### config.mk
export PLATFORM = sky130hd
export DESIGN_NAME = vme_error_status_capture
export DESIGN_NICKNAME = d
export VERILOG_FILES = /design/src/inc/vme_esc_pkg.sv /design/src/inc/arb_if.sv /design/src/rtl/arb_core.sv /design/src/rtl/vme_error_status_capture.sv
export VERILOG_INCLUDE_DIRS = /design/src /design/src/inc
export SDC_FILE = /design/constraint.sdc
export NUM_CORES = 1
export LEC_CHECK = 0
export CAP_MARGIN = 10
export CORE_MARGIN = 2
export CORE_UTILIZATION = 40
export CTS_BUF_LIST = sky130_fd_sc_hd__clkbuf_8
export CTS_CLUSTER_SIZE = 10
export DETAILED_ROUTE_END_ITERATION = 16
export DONT_BUFFER_PORTS = 1
export SYNTH_ARGS = -nofsm -noshare
export SYNTH_HDL_FRONTEND = slang
export SYNTH_SLANG_ARGS = --single-unit
export TNS_END_PERCENT = 100
### constraint.sdc
create_clock -name I_REF_CLK -period 2.6 [get_ports I_REF_CLK]
set_input_delay 0.26 -clock I_REF_CLK [delete_from_list [all_inputs] [get_ports I_REF_CLK]]
set_output_delay 0.26 -clock I_REF_CLK [all_outputs]
set_load 0.02 [all_outputs]
### src/inc/vme_esc_cfg.svh
`ifndef VME_ESC_CFG_SVH
`define VME_ESC_CFG_SVH

`define CLK_NS      20
`define ARB_TO_NS   8000
`define ARB_TO_CYC  ((`ARB_TO_NS + `CLK_NS - 1) / `CLK_NS)
`define BUS_TO_NS   64000
`define BUS_TO_CYC  ((`BUS_TO_NS + `CLK_NS - 1) / `CLK_NS)

`define ADDR_SUM    8'h00
`define ADDR_MASK   8'h04
`define ADDR_CTRL   8'h08
`define ADDR_PCLR   8'h0C

`define XTO_BIT     23
`define ATO_BIT     22
`define GL_LSB      20
`define AM_LSB      14
`define DS1_BIT     13
`define DS0_BIT     12
`define SR_BIT      11
`define PEND_LSB    4
`define SENT_LSB    0
`define IEN_BIT     0

`define AM_RST      6'h3F
`define ROAK_RST    7'h7F
`define EV_MASK     32'h00C0_07F0
`define SYNC_RST    27'h7FF_FFFF

`endif

### src/inc/vme_esc_pkg.sv
`default_nettype none
package vme_esc_pkg;
    typedef enum logic [2:0] {
        ARB_IDLE    = 3'h1,
        ARB_GRANT   = 3'h2,
        ARB_RELEASE = 3'h4
    } arb_state_e;
    typedef enum logic [2:0] {
        BT_IDLE  = 3'h1,
        BT_COUNT = 3'h2,
        BT_BERR  = 3'h4
    } bus_timer_e;
endpackage
`default_nettype wire

### src/inc/arb_if.sv
`timescale 1ns/100ps
`default_nettype none
interface arb_if;
    logic [3:0] req;
    logic       bbsy;
    logic       gnt_vld;
    logic [1:0] gnt_lvl;
    logic       timeout;
    modport arbiter (input req, input bbsy, output gnt_vld,
                     output gnt_lvl, output timeout);
    modport ctrl (output req, output bbsy, input gnt_vld,
                  input gnt_lvl, input timeout);
endinterface
`default_nettype wire

### src/rtl/arb_core.sv
`timescale 1ns/100ps
`default_nettype none
`include "vme_esc_cfg.svh"
module arb_core
    import vme_esc_pkg::*;
#(
    parameter int unsigned TO_CYC = `ARB_TO_CYC
) (
    input  wire logic i_clk,
    input  wire logic i_rst,
    arb_if.arbiter    bus
);
    arb_state_e  st_q;
    logic [15:0] cnt_q;
    logic [1:0]  top_lvl;

    // The highest numbered request level wins the grant.
    always_comb begin
        top_lvl = 2'h0;
        for (int i = 0; i < 4; i++) begin
            if (bus.req[i]) top_lvl = 2'(i);
        end
    end

    // Grant sequencer; the timer runs only while a grant waits unused.
    always_ff @(posedge i_clk) begin
        if (i_rst) begin
            st_q        <= ARB_IDLE;
            cnt_q       <= 16'h0000;
            bus.gnt_vld <= 1'b0;
            bus.gnt_lvl <= 2'h0;
            bus.timeout <= 1'b0;
        end else begin
            bus.timeout <= 1'b0;
            case (st_q)
                ARB_IDLE: begin
                    cnt_q <= 16'h0000;
                    if (|bus.req && !bus.bbsy) begin
                        st_q        <= ARB_GRANT;
                        bus.gnt_vld <= 1'b1;
                        bus.gnt_lvl <= top_lvl;
                    end
                end
                ARB_GRANT: begin
                    cnt_q <= cnt_q + 16'h0001;
                    if (bus.bbsy) begin
                        st_q        <= ARB_IDLE;
                        bus.gnt_vld <= 1'b0;
                    end else if (cnt_q == 16'(TO_CYC - 1)) begin
                        st_q        <= ARB_RELEASE;
                        bus.gnt_vld <= 1'b0;
                        bus.timeout <= 1'b1;
                    end
                end
                ARB_RELEASE: begin
                    st_q <= ARB_IDLE;
                end
                default: begin
                    st_q        <= ARB_IDLE;
                    bus.gnt_vld <= 1'b0;
                end
            endcase
        end
    end
endmodule
`default_nettype wire

### src/rtl/vme_error_status_capture.sv
// Decided for this implementation: the register offsets and the address-and-strobe port.
`timescale 1ns/100ps
`default_nettype none
`include "vme_esc_cfg.svh"
module vme_error_status_capture
    import vme_esc_pkg::*;
#(
    parameter int unsigned ARB_TO_CYC = `ARB_TO_CYC,
    parameter int unsigned BUS_TO_CYC = `BUS_TO_CYC
) (
    input  wire logic        I_REF_CLK,
    input  wire logic        I_SYS_RST,
    input  wire logic [7:0]  I_ADDR,
    input  wire logic [31:0] I_WDATA,
    input  wire logic        I_WR,
    input  wire logic        I_RD,
    output var  logic [31:0] O_RDATA,
    output var  logic        O_IRQ,
    input  wire logic [5:0]  I_AM,
    input  wire logic        I_DS1_N,
    input  wire logic        I_DS0_N,
    input  wire logic        I_SYSRESET_N,
    input  wire logic [7:1]  I_IRQ_N,
    input  wire logic        I_IACK_N,
    input  wire logic [2:0]  I_IACK_LVL,
    input  wire logic [3:0]  I_BR_N,
    input  wire logic        I_BBSY_N,
    input  wire logic        I_DTACK_N,
    input  wire logic        I_BERR_N,
    output var  logic        O_BERR_N_O,
    output var  logic        O_BERR_N_OE,
    output var  logic [3:0]  O_BG_N,
    input  wire logic [3:0]  I_HOST_BUS_REQUEST_LEVEL_IRQ,
    input  wire logic [3:0]  I_HOST_BUS_REQUEST_LEVEL_IDENT
);
    arb_if arb ();

    logic [26:0] sync1_q;
    logic [26:0] sync2_q;
    logic [5:0]  am_s;
    logic        ds1_n_s;
    logic        ds0_n_s;
    logic        sr_n_s;
    logic [7:1]  irq_n_s;
    logic        iack_n_s;
    logic [2:0]  iack_lvl_s;
    logic [3:0]  br_n_s;
    logic        bbsy_n_s;
    logic        dtack_n_s;
    logic        berr_n_s;

    logic        ato_q;
    logic        ato_d;
    logic        xto_q;
    logic        xto_d;
    logic        xto_ev_q;
    logic        frz_nx;
    logic        sr_q;
    logic        sr_d;
    logic [1:0]  gl_q;
    logic [5:0]  am_q;
    logic        ds1_q;
    logic        ds0_q;
    logic [6:0]  pend_q;
    logic [6:0]  pend_d;
    logic [6:0]  irq_act;
    logic [6:0]  roak_clr;
    logic [6:0]  rora_clr;
    logic [3:0]  sent_q;
    logic [3:0]  sent_d;
    logic [31:0] mask_q;
    logic        ien_q;
    logic [6:0]  roak_q;
    logic [31:0] sum;
    logic [31:0] rd_mux;
    logic        wr_sum;
    logic        wr_pclr;
    bus_timer_e  bt_q;
    logic [15:0] bt_cnt_q;
    logic        ds_act;

    // Every bus pin crosses into the clock domain through two flops.
    always_ff @(posedge I_REF_CLK) begin
        if (I_SYS_RST) begin
            sync1_q <= `SYNC_RST;
            sync2_q <= `SYNC_RST;
        end else begin
            sync1_q <= {I_AM, I_DS1_N, I_DS0_N, I_SYSRESET_N, I_IRQ_N,
                        I_IACK_N, I_IACK_LVL, I_BR_N, I_BBSY_N,
                        I_DTACK_N, I_BERR_N};
            sync2_q <= sync1_q;
        end
    end

    // Unpack the synchronised pins in the order they were packed.
    assign {am_s, ds1_n_s, ds0_n_s, sr_n_s, irq_n_s, iack_n_s,
            iack_lvl_s, br_n_s, bbsy_n_s, dtack_n_s, berr_n_s} = sync2_q;

    // Arbiter sees active-high requests and bus busy.
    assign arb.req  = ~br_n_s;
    assign arb.bbsy = ~bbsy_n_s;

    arb_core #(
        .TO_CYC (ARB_TO_CYC)
    ) u_arb (
        .i_clk (I_REF_CLK),
        .i_rst (I_SYS_RST),
        .bus   (arb.arbiter)
    );

    // Grant lines are low-active, one line for the granted level.
    always_ff @(posedge I_REF_CLK) begin
        if (I_SYS_RST) begin
            O_BG_N <= 4'hF;
        end else if (arb.gnt_vld) begin
            O_BG_N <= ~(4'h1 << arb.gnt_lvl);
        end else begin
            O_BG_N <= 4'hF;
        end
    end

    assign wr_sum  = I_WR && (I_ADDR == `ADDR_SUM);
    assign wr_pclr = I_WR && (I_ADDR == `ADDR_PCLR);
    assign ds_act  = !ds0_n_s || !ds1_n_s;

    // Sticky flags: a set in the clearing cycle wins over the clear.
    // Arbitration timeout flag.
    assign ato_d = arb.timeout
                 | (ato_q & ~(wr_sum & I_WDATA[`ATO_BIT]));
    assign xto_d = xto_ev_q
                 | (xto_q & ~(wr_sum & I_WDATA[`XTO_BIT]));
    assign sr_d  = !sr_n_s
                 | (sr_q & ~(wr_sum & I_WDATA[`SR_BIT]));
    assign frz_nx = ato_d | xto_d;

    // Flag registers; only a written one clears, a zero keeps the flag.
    // Zero leaves flags.
    always_ff @(posedge I_REF_CLK) begin
        if (I_SYS_RST) begin
            ato_q <= 1'b0;
            xto_q <= 1'b0;
            sr_q  <= 1'b0;
        end else begin
            ato_q <= ato_d;
            xto_q <= xto_d;
            sr_q  <= sr_d;
        end
    end

    // Snapshots follow the bus until a timeout, then freeze so software
    // sees the state at the moment of failure.
    // Grant level snapshot.
    always_ff @(posedge I_REF_CLK) begin
        if (I_SYS_RST) begin
            gl_q <= 2'h0;
        end else if (arb.gnt_vld && !frz_nx) begin
            gl_q <= arb.gnt_lvl;
        end
    end

    always_ff @(posedge I_REF_CLK) begin
        if (I_SYS_RST) begin
            am_q  <= `AM_RST;
            ds1_q <= 1'b0;
            ds0_q <= 1'b0;
        end else if (!frz_nx) begin
            am_q  <= am_s;
            ds1_q <= !ds1_n_s;
            ds0_q <= !ds0_n_s;
        end
    end

    // Pending and acknowledge logic, one slice per request level.
    for (genvar k = 0; k < 7; k++) begin : g_pend
        assign irq_act[k]  = !irq_n_s[k+1];
        assign roak_clr[k] = roak_q[k] && !iack_n_s
                           && (iack_lvl_s == 3'(k + 1));
        assign rora_clr[k] = !roak_q[k] && wr_pclr
                           && I_WDATA[`PEND_LSB + k];
        assign pend_d[k]   = irq_act[k]
                           | (pend_q[k] & ~(roak_clr[k] | rora_clr[k]));
    end

    // Sent-interrupt slices; an identify for a level clears it.
    for (genvar j = 0; j < 4; j++) begin : g_sent
        assign sent_d[j] = I_HOST_BUS_REQUEST_LEVEL_IRQ[j]
                         | (sent_q[j] & ~I_HOST_BUS_REQUEST_LEVEL_IDENT[j]);
    end

    // Sent fields ignore register writes; pending bits take writes only at the PCLR address.
    always_ff @(posedge I_REF_CLK) begin
        if (I_SYS_RST) begin
            pend_q <= 7'h00;
            sent_q <= 4'h0;
        end else begin
            pend_q <= pend_d;
            sent_q <= sent_d;
        end
    end

    // Bus timer: a strobed cycle nobody answers is ended with bus error.
    always_ff @(posedge I_REF_CLK) begin
        if (I_SYS_RST) begin
            bt_q        <= BT_IDLE;
            bt_cnt_q    <= 16'h0000;
            xto_ev_q    <= 1'b0;
            O_BERR_N_OE <= 1'b0;
        end else begin
            xto_ev_q <= 1'b0;
            case (bt_q)
                BT_IDLE: begin
                    bt_cnt_q <= 16'h0000;
                    if (ds_act && dtack_n_s && berr_n_s) begin
                        bt_q <= BT_COUNT;
                    end
                end
                BT_COUNT: begin
                    bt_cnt_q <= bt_cnt_q + 16'h0001;
                    if (!ds_act || !dtack_n_s || !berr_n_s) begin
                        bt_q <= BT_IDLE;
                    end else if (bt_cnt_q == 16'(BUS_TO_CYC - 1)) begin
                        bt_q        <= BT_BERR;
                        xto_ev_q    <= 1'b1;
                        O_BERR_N_OE <= 1'b1;
                    end
                end
                BT_BERR: begin
                    // Hold bus error until the master drops its strobes.
                    if (!ds_act) begin
                        bt_q        <= BT_IDLE;
                        O_BERR_N_OE <= 1'b0;
                    end
                end
                default: begin
                    bt_q        <= BT_IDLE;
                    O_BERR_N_OE <= 1'b0;
                end
            endcase
        end
    end

    // Open-drain pin: only ever pulled low.
    assign O_BERR_N_O = 1'b0;

    // Software control: mask, global enable and interrupter type.
    always_ff @(posedge I_REF_CLK) begin
        if (I_SYS_RST) begin
            mask_q <= 32'h0000_0000;
            ien_q  <= 1'b0;
            roak_q <= `ROAK_RST;
        end else if (I_WR && I_ADDR == `ADDR_MASK) begin
            mask_q <= I_WDATA & `EV_MASK;
        end else if (I_WR && I_ADDR == `ADDR_CTRL) begin
            ien_q  <= I_WDATA[`IEN_BIT];
            roak_q <= I_WDATA[`PEND_LSB +: 7];
        end
    end

    // Assemble the summary word from its fields.
    always_comb begin
        sum                      = 32'h0000_0000;
        sum[`XTO_BIT]            = xto_q;
        sum[`ATO_BIT]            = ato_q;
        sum[`GL_LSB +: 2]        = gl_q;
        sum[`AM_LSB +: 6]        = am_q;
        sum[`DS1_BIT]            = ds1_q;
        sum[`DS0_BIT]            = ds0_q;
        sum[`SR_BIT]             = sr_q;
        sum[`PEND_LSB +: 7]      = pend_q;
        sum[`SENT_LSB +: 4]      = sent_q;
    end

    // Read mux; unmapped and write-only addresses read as zero.
    always_comb begin
        case (I_ADDR)
            `ADDR_SUM:  rd_mux = sum;
            `ADDR_MASK: rd_mux = mask_q;
            `ADDR_CTRL: rd_mux = {21'h00_0000, roak_q, 3'h0, ien_q};
            default:    rd_mux = 32'h0000_0000;
        endcase
    end

    // Read data stand for exactly the cycle after the strobe.
    always_ff @(posedge I_REF_CLK) begin
        if (I_SYS_RST) begin
            O_RDATA <= 32'h0000_0000;
        end else if (I_RD) begin
            O_RDATA <= rd_mux;
        end else begin
            O_RDATA <= 32'h0000_0000;
        end
    end

    // Interrupt line; system reset bypasses both mask and enable so a
    // driver can never miss a crate reset.
    // Gated timeout and pending interrupts.
    always_ff @(posedge I_REF_CLK) begin
        if (I_SYS_RST) begin
            O_IRQ <= 1'b0;
        end else begin
            O_IRQ <= sr_q | (ien_q & |(sum & mask_q));
        end
    end
endmodule
`default_nettype wire

# After elaboration in Yosys (flattened, before gate mapping)
# Index checks and enable logic that the tools add are counted.
# totals
regBits	176
out_inout_bits	39
# op_classes
n_addsub	2
n_shift	1
muxes	25
bitwise	66
eq_ne	25
n_reduce_logical	76
# ops
cell	count
24-bit one-hot mux with 3 select lines	1
16-bit one-hot mux with 2 select lines	2
1-bit logical AND	36
16-bit by 1-bit adder with 16-bit output (second input constant)	2
32-bit OR reduction	1
24-bit bitwise AND	1
1-bit OR	23
1-bit zero test	22
1-bit inverter	22
3-bit two-way mux	7
1-bit bitwise AND	18
3-bit equality test (second input constant)	6
16-bit by 12-bit equality test with 1-bit output (second input constant)	1
16-bit by 9-bit equality test with 1-bit output (second input constant)	1
8-bit by 4-bit equality test with 1-bit output (second input constant)	2
3-bit by 2-bit equality test with 1-bit output (second input constant)	4
3-bit by 1-bit equality test with 1-bit output (second input constant)	3
1-bit two-way mux	9
3-bit one-hot mux with 3 select lines	1
8-bit by 3-bit equality test with 1-bit output (second input constant)	1
8-bit zero test	1
2-bit != test (second input constant)	4
4-bit inverter	2
1-bit one-hot mux with 3 select lines	2
14 further kinds	23

# Logic depth before layout (Yosys ltp)
# Gate-level depths: netlist (run 1).
# depth
ltp_word	9
ltp_mapped	7
depth_no_buf	6

# Hierarchy
# A second synthesis (run 1) with hierarchy kept.
# hier_totals
cells_unflattened	659
area_unflattened_um2	6311.1
# modules_own_cells
module	instances	area_per_inst_um2	seq_area_each_um2	cells_per_inst
vme_error_status_capture	1	5168.7	2902.8	529
arb_core	1	1142.3	460.4	130

# Worst setup path after synthesis (run 1)
# OpenSTA, ideal clock, no wires.
# synth_path
kind	reg2reg
start	register bt_cnt_q[0]
end	register bt_cnt_q[12]
path_slack_ps	977
t_arrival_ps	1552
path_stages_with_launch	6
setup_time_ps	71
t_required_ps	2529
path_buffers	0
path_cell_list	dfxtp_1 > ha_1 > nand2_1 > or3_4 > or4_1 > a21oi_1
# synth_via
elab_chain_len	2
# synth_lines
element	line_no	rtl
from (decl)	vme_error_status_capture.sv:79	logic [15:0] bt_cnt_q;
from (signal assigned)	vme_error_status_capture.sv:218	bt_cnt_q <= bt_cnt_q + 16'h0001;
16-bit by 1-bit adder with 16-bit output	vme_error_status_capture.sv:218	
16-bit one-hot mux with 2 select lines	vme_error_status_capture.sv:210	case (bt_q)
# Every way passes these cells.
# A chain may end at the register's enable or synchronous reset.

# Worst setup path in the final report (run 1)
# layout_path
start	register u_arb.st_q[1]
end	register u_arb.cnt_q[6]
# layout_via
elab_chain_len	2
elab_cells_between_ends	4
classes_between	eq/ne (2); mux (1); reduce/logical (1)
# layout_lines
element	line_no	rtl
from (decl)	arb_core.sv:13	arb_state_e st_q;
from (signal assigned)	arb_core.sv:28	st_q <= ARB_IDLE;
from (signal assigned)	arb_core.sv:39	st_q <= ARB_GRANT;
from (signal assigned)	arb_core.sv:47	st_q <= ARB_IDLE;
3-bit by 2-bit equality test with 1-bit output or 3-bit by 1-bit equality test with 1-bit output (tied branches)	arb_core.sv:35	case (st_q)
16-bit one-hot mux with 2 select lines or 2-bit nonzero test (tied branches)	n/a	
to (signal assigned)	arb_core.sv:45	cnt_q <= cnt_q + 16'h0001;
to (decl)	arb_core.sv:14	logic [15:0] cnt_q;
# Several ways; a longest one is shown, not always the timed one.

==> key figures, run 1 <==
Logic synthesis
  – Post-synth top cells: dfxtp_1, nor2_1, or2_2
  – Syn Std Cell Area: 6270 um^2
  – Yosys top cell by area: dfxtp_1
  – Post-synth ARST share: 0%
  – Synth Register Bits: approximately 170
  – Dominant synthesized flop cell: dfxtp_1
  – Avg Cell Area, Syn: around 9.5 um^2
  – EDFF count, synth: 0
  – Most frequent cell after synthesis: dfxtp_1
  – Distinct cells, synth: 60
  – Yosys Warn Count: 0
  – Post-synth top area share: 53.7%
  – Seq/Total Area, Yosys: a little over half
  – Cell count after synthesis: about 660
  – Top area cells in the synthesized netlist: dfxtp_1, or2_2, a21oi_1

Final layout
  – Area of the multi-input gates: 2700 um^2
  – Layout fillers: 1,417
  – NumNets Final: 784
  – Fraction of layout cells with a size suffix above 1: about 16%
  – ANT cells: 0
  – Sequential Area: between 3000 and 4000 um^2
  – Area grow syn2layout: 17.2%

Power and ir drop
  – Maximum vdd drop: 0.343 mV
  – Lkg Pwr: 2.86 nW
  – Power Density: 680 nW/um^2

Global routing
  – GRT Util Overall: 16.7%
  – Pin count of the biggest net entering global routing: 122
  – Initial antenna violation count: 0
  – Vias in the first global route: around 4,500
  – Grt ovf: 0
  – First-pass GRT wire length: 21,800 um

STA
  – Final hold slack: ~24 ps
  – Worst Skew: between 10 and 15 ps
  – Final hold violations: 0
  – # setup viols final: 0
  – Final Max Tran Viols: 0
  – RSZ-0062 raised after global routing: false
  – Tmin final: approximately 1800 ps
  – Fmax: 561 MHz
  – Period utilization: 68.5%
  – Slew of the pin with the lowest slew margin: ~660 ps
  – Post-Route Setup TNS: 0 ps
  – Worst relative slew slack: 55.6%

Worst setup path
  – Crit path launch type: flop
  – Worst R2R Setup Slack: ~800 ps
  – Worst Reg-to-Reg Cells: 5
  – Crit-path leading delay family: simple AND/OR/NAND/NOR gates
  – Reg-to-reg endpoint: u_arb.cnt_q[6]
  – Worst Setup End Kind: flop
  – CP endpoint: u_arb.cnt_q[6]
  – Worst R2R Start: u_arb.st_q[1]
  – Slowest-stage cell, CP: nor3b_2
  – Crit Path Max Fanout: 10
  – CP Depth: 5
  – Crit Path Class: reg2reg
  – Buf+Inv Stages, Crit Path: 0
  – Arr. time, crit path: 2170 ps
  – Crit path launch: u_arb.st_q[1]
  – CP Cell Sequence: nor3b_2 -> and2_1 -> nand3_1 -> mux2_2 -> nor2_1
  – Worst stage delay on the critical path: 590 ps
  – CP required: 2990 ps

Drt
  – Via count: 4,750
  – Final WL: 13,500 um
  – Top Metal Used: met4
  – DR WL met2: 6020 um
  – Met3 routed WL: 782 um
  – ANT nets after route: 0
  – Vias/cell: 5.14
  – Drt drc: 0
  – Starting DRC count in detailed routing: 332
  – Drt wl/cell: 14.6 um
  – DRT Pass-1 Iters: 4
  – DRT met1 WL: between 6000 and 7000 um

Clock network
  – Clock tree buffer depth: 2
  – H-tree depth: 4
  – Clk slew on worst S/H paths: 90 ps
  – Post-CTS Hold Buffers: 50
  – Post-CTS Setup Inserts: 0
  – CTS Sinks: 168
  – Root Driver: clkbuf_8
  – CTS tree: yes
  – Total CTS buffers: 17
  – Post-CTS Resized: 0
  – Worst-Skew Late Latency: roughly 450 ps

Floorplan
  – Core area: 15,300 um^2
  – I/O pins: 118
  – Placement row count: 45
  – Die X: 129 um
  – Initial Util: between 40% and 50%
  – Die Footprint: 16,700 um^2
  – Vert. Die Dim: 129 um

Placed design
  – I/O Buffers: 0
  – HPWL Detailed: 8650 um
  – Placer Congestion: 0.859

Outcome
  – Status: finished, final reports clean

Run
  – Maxcap violations: 0

Hold path
  – Hold Path Origin: I_ADDR[3]
  – Class of the worst hold path: in2reg
==> final cells by class <==
cell class	count	area share (%)
Sequential cell	168	45.8
Inverter	13	0.664
Tap cell	211	3.59
Clock inverter	11	2.01
Timing Repair Buffer	55	7.56
Clock buffer	19	3.56
Multi-Input combinational cell	448	36.8
==> logic make-up after synthesis <==
logic type | after synthesis | share of synthesized area [%]
AOI/OAI and AO/OA | 111 | 11.1
xor gates and xnor gates | 1 | 0.140
adders and majority gates | 2 | 0.399
buffers and inverters | 50 | 3.69
DFF | 168 | 53.7
muxes | 30 | 4.87
other | 1 | 0.0598
and+or+nand+nor | 295 | 26.1
==> cells in the final DEF, fill, tap and decap left out, drive strengths merged, types with 5 or more instances in the layout <==
cell type and instances:
dfxtp 168, nor2b 5, o21ai 11, a31oi 5, buf 6, nor3 13, dlygate4sd3 49, nor3b 5
nand3b 5, nor4 6, mux2i 26, or3 10, and2 19, a211oi 5, inv 14, o211ai 11
or2 58, nand4 15, nor2 72, and3 5, nand2 42, a21oi 53, conb 9, clkbuf 19
o311ai 8, nand3 27
==> worst min path at each step <==
stage | end | slack (ps) | cells past startpoint
finish | O_RDATA[9] | 20 | 3
global route | O_RDATA[4] | 6 | 3
CTS | O_RDATA[6] | 2 | 3
detailed placement | u_arb.cnt_q[5] | 350 | 1
global placement | u_arb.cnt_q[2] | 340 | 1
floorplan | sync1_q[0] | 360 | 1
==> worst min-delay path: cells and delay by family <==
family	cells	cell delay (ps)
simple gates	2	70
compound gates	1	100
==> report_power, final <==
group / internal (mW) / switching [mW] / total (mW)
Sequential: 2.65 / 0.0512 / 2.70
Clock: 0.989 / 0.913 / 1.90
Combinational: 0.164 / 0.227 / 0.392
Total: 3.80 / 1.19 / 5.00
==> state kept, by name, indices dropped and copies added (netlist names), 2 cells and up <==
name and flops:
sync1_q 27, sync2_q 27, O_RDATA 24, bt_cnt_q 16
u_arb.cnt_q 16, mask_q 9, pend_q 7, roak_q 7
am_q 6, O_BG_N 4, sent_q 4, bt_q 3
u_arb.st_q 3, gl_q 2, u_arb.bus.gnt_lvl 2
==> stage by stage <==
stage / instances / power (mW) / utilization (%) / setup WS, ps / area (um^2)
after floorplan: 666 / 3.02 / - / 977 / 6300
after global placement: 845 / 3.04 / 42.1 / 683 / 6420
after detailed placement: 845 / 3.06 / 42.1 / 619 / 6420
after CTS: 925 / 5.03 / 48.1 / 824 / 7340
after global routing: 925 / 5.21 / 48.1 / 662 / 7340
final: 925 / 5.00 / 48.1 / 818 / 7340
==> routing by layer <==
metal / up-vias / GRT usage (%)
met4: 0 / 5.82
li1: 2368 / -
met1: 2220 / 22.5
met3: 13 / 4.75
met5: - / 0
met2: 149 / 25.9
(Power assumes the default switching activity.)
==> inputs of run 2 (changes only) <==
--- a/config.mk
+++ b/config.mk
@@ -6,6 +6,7 @@
 export SDC_FILE = /design/constraint.sdc
 export NUM_CORES = 1
 export LEC_CHECK = 0
+export ABC_AREA = 1
 export CAP_MARGIN = 10
 export CORE_MARGIN = 2
 export CORE_UTILIZATION = 40
==> constraint.sdc (replaced) <==
create_clock -name I_REF_CLK -period 1.5 [get_ports I_REF_CLK]
set_input_delay 0.15 -clock I_REF_CLK [delete_from_list [all_inputs] [get_ports I_REF_CLK]]
set_output_delay 0.15 -clock I_REF_CLK [all_outputs]
set_load 0.02 [all_outputs]
==> key figures, run 2 <==
Outcome
  – Status: finished, final reports clean

Power and ir drop
  – Comb pwr share: 7.6% (-0.2 points)
  – NetSw: 1.93 mW (+62%)
  – Internal power: 6.50 mW (+71%)
  – Seq pwr share: 55.2% (+1.1 points)
  – Maximum vdd drop: 0.814 mV (+140%)
  – Clk pwr share: 37.3% (-0.8 points)
  – Lkg Pwr: 2.95 nW (+3.2%)
  – Sw Share: 22.9% (-0.92 points)
  – Power Density: 1110 nW/um^2 (+64%)

Logic synthesis
  – Post-synth top area share: 53.6% (about the same)
  – Cell count after synthesis: 764 (+16%)
  – Syn Std Cell Area: 6270 um^2 (about the same)
  – EDFF count, synth: 0 (unchanged)
  – Synth Register Bits: 168 (unchanged)
  – Top area cells in the synthesized netlist: dfxtp_1, nand2_1, or2_2
  – Yosys Warn Count: 0 (unchanged)
  – Dominant synthesized flop cell: dfxtp_1
  – Post-synth ARST share: 0% (unchanged)
  – Yosys top cell by area: dfxtp_1
  – Most frequent cell after synthesis: dfxtp_1
  – Post-synth top cells: dfxtp_1, nand2_1, inv_1
  – Avg Cell Area, Syn: 8.21 um^2 (-14%)
  – Distinct cells, synth: 35 (-42%)
  – Seq/Total Area, Yosys: 53.6% (about the same)

Floorplan
  – I/O pins: 118 (unchanged)
  – Placement row count: 45 (unchanged)
  – Die X: 129 um (about the same)
  – Initial Util: 41.1% (about the same)
  – Die Footprint: 16,700 um^2 (about the same)
  – Vert. Die Dim: 129 um (about the same)
  – Core area: 15,300 um^2 (unchanged)

Placed design
  – Dpl cells: 966 (+14%)
  – I/O Buffers: 0 (unchanged)
  – Placer Congestion: 0.820 (-4.6%)
  – HPWL Detailed: 9070 um (+4.8%)
  – DP Area: 6520 um^2 (+1.6%)

STA
  – # setup viols final: 0 (unchanged)
  – Final hold violations: 0 (unchanged)
  – Period utilization: 94.9% (+26 points)
  – Final Max Tran Viols: 0 (unchanged)
  – Fmax: 703 MHz (+25%)
  – Worst Skew: 13.2 ps (-0.890 ps)
  – Post-Route Setup TNS: 0 ps (unchanged)
  – RSZ-0062 raised after global routing: true
  – Tmin final: 1420 ps (-359 ps)

Clock network
  – Worst-Skew Late Latency: 450 ps (about the same)
  – H-tree depth: 4 (unchanged)
  – Root Driver: clkbuf_8
  – CTS Sinks: 168 (unchanged)
  – Clock tree buffer depth: 2 (unchanged)
  – Clk slew on worst S/H paths: 80 ps (about the same)
  – Total CTS buffers: 17 (unchanged)
  – CTS tree: yes

Worst setup path
  – Worst Setup End Kind: flop
  – Arr. time, crit path: 1760 ps (-410 ps)
  – CP required: 1840 ps (-1150 ps)
  – Worst Reg-to-Reg Cells: 6 (+1)
  – Crit path launch type: flop
  – Crit Path Max Fanout: 4 (-6)
  – Crit Path Class: reg2reg

Final layout
  – ANT cells: 0 (unchanged)
  – NumNets Final: 911 (+16%)
  – Sequential Area: 3380 um^2 (+0.52%)
  – Most frequent cells in the layout: dfxtp_1, nand2_1, inv_1, a21oi_1
  – Fin area: 7570 um^2 (+3.0%)
  – Fraction of layout cells with a size suffix above 1: 17.3% (+1.5 points)
  – Regs by FF count: sync1_q (27), sync2_q (27), O_RDATA (24)
  – Area of the multi-input gates: 2500 um^2 (-7.6%)
  – Area grow syn2layout: 20.6%
  – Layout fillers: 1,399 (-1.3%)
  – Final non-filler cell total: 1,053 (+14%)
  – Most common cell after layout, fill and taps aside: dfxtp_1

Global routing
  – First-pass GRT wire length: 22,500 um (+3.2%)
  – Vias in the first global route: 4,824 (+7.5%)
  – Initial antenna violation count: 0 (unchanged)
  – GRT Util Overall: 17.1% (+0.37 points)
  – Grt ovf: 0 (unchanged)
  – Pin count of the biggest net entering global routing: 91 (-25%)

Hold path
  – Class of the worst hold path: in2reg
  – Hold depth: 5 (+2)

Drt
  – Drt wl/cell: 13.0 um (-11%)
  – DRT Pass-1 Iters: 5 (+1)
  – Via count: 5,128 (+8.0%)
  – ANT nets after route: 0 (unchanged)
  – Vias/cell: 4.87 (-5.2%)
  – Starting DRC count in detailed routing: 370 (+11%)
  – Final WL: 13,700 um (+1.7%)
  – Drt drc: 0 (unchanged)

Run
  – Maxcap violations: 0 (unchanged)
-- run 2: cell types whose count changed in the layout (fill, tap and decap cells not counted), moves of 9 or more --
cell,previous run,this run
a21oi_1,53,67
o21ai_0,11,26
o22ai_1,0,10
nand2_1,42,118
nor2_1,70,56
nand2_2,0,9
nand3_1,27,46
or3_1,9,0
inv_1,13,82
and2_1,18,0
nor3b_1,3,12
buf_4,5,20
dfxtp_1,168,158
mux2i_1,26,0
-- run 2: layer usage --
layer / GRT usage [%] / vias to the layer above / wire [um]
met1: 21.1 / 2343 / 6220
met2: 28.3 / 164 / 6520
li1: - / 2606 / -
met5: 0 / - / 0
met3: 4.91 / 15 / 823
met4: 6.71 / 0 / 169
-- run 2: timing repair --
item,in CTS,in global routing
pin swaps,0,5
hold buffers,55,0
setup buffers,0,1
endpoints found under the hold margin,116,0
setup endpoints to repair,3,18
gates cloned,0,0
resized for setup,3,35
-- run 2: final cells by class --
| type | count | share of cell area, % |
|---|---|---|
| Clock buffer | 18 | 3.27 |
| Tap cell | 211 | 3.49 |
| Sequential cell | 168 | 44.7 |
| Multi-Input combinational cell | 483 | 33.0 |
| Clock inverter | 13 | 1.85 |
| Inverter | 85 | 4.22 |
| Timing Repair Buffer | 75 | 9.49 |
-- run 2: kinds of logic after synthesis --
logic type	after synthesis	synth area share, %
AND/OR/NAND/NOR	334	25.4
AO/OA/AOI/OAI	138	12.4
buffers and inverters	121	8.10
other	1	0.0598
adder cells (fa/ha/maj)	2	0.399
flip-flops	168	53.6
-- run 2: critical path, cell delays in order, from the launching register on --
cell and delay [ps]:
dfxtp_1 380, nand2_1 110, nor3_2 110, nor2_1 60
nand2_1 60, a21oi_1 50, dlygate4sd3_1 550
-- run 2: final timing paths --
path / from / to / slack (ps)
setup / recovery: sync2_q[7] / pend_q[4] / 80
hold / removal: I_ADDR[0] / O_RDATA[0] / 60
setup reg to reg: sync2_q[7] / pend_q[4] / 80
hold reg to reg: sync1_q[23] / sync2_q[23] / 400
-- run 2: power by group through the flow --
stage	Sequential, mW	Clock (mW)	Combinational [mW]
3_3_place_gp	4.75	0	0.478
4_1_cts	4.65	3.25	0.632
2_1_floorplan	4.74	0	0.409
5_1_grt	4.67	3.44	0.720
6_report	4.65	3.14	0.640
3_5_place_dp	4.76	0	0.488
-- run 2: metrics by stage --
step / utilization [%] / worst slack, ps / power (mW) / hold WS, ps
floorplan: - / 158 / 5.15 / 254
global placement: 42.7 / 47.8 / 5.23 / 230
detailed placement: 42.7 / -18.1 / 5.25 / 230
CTS: 49.1 / 10.7 / 8.53 / 20.1
global route: 49.6 / -30.2 / 8.83 / 53.3
finish: 49.6 / 77.2 / 8.43 / 57.4
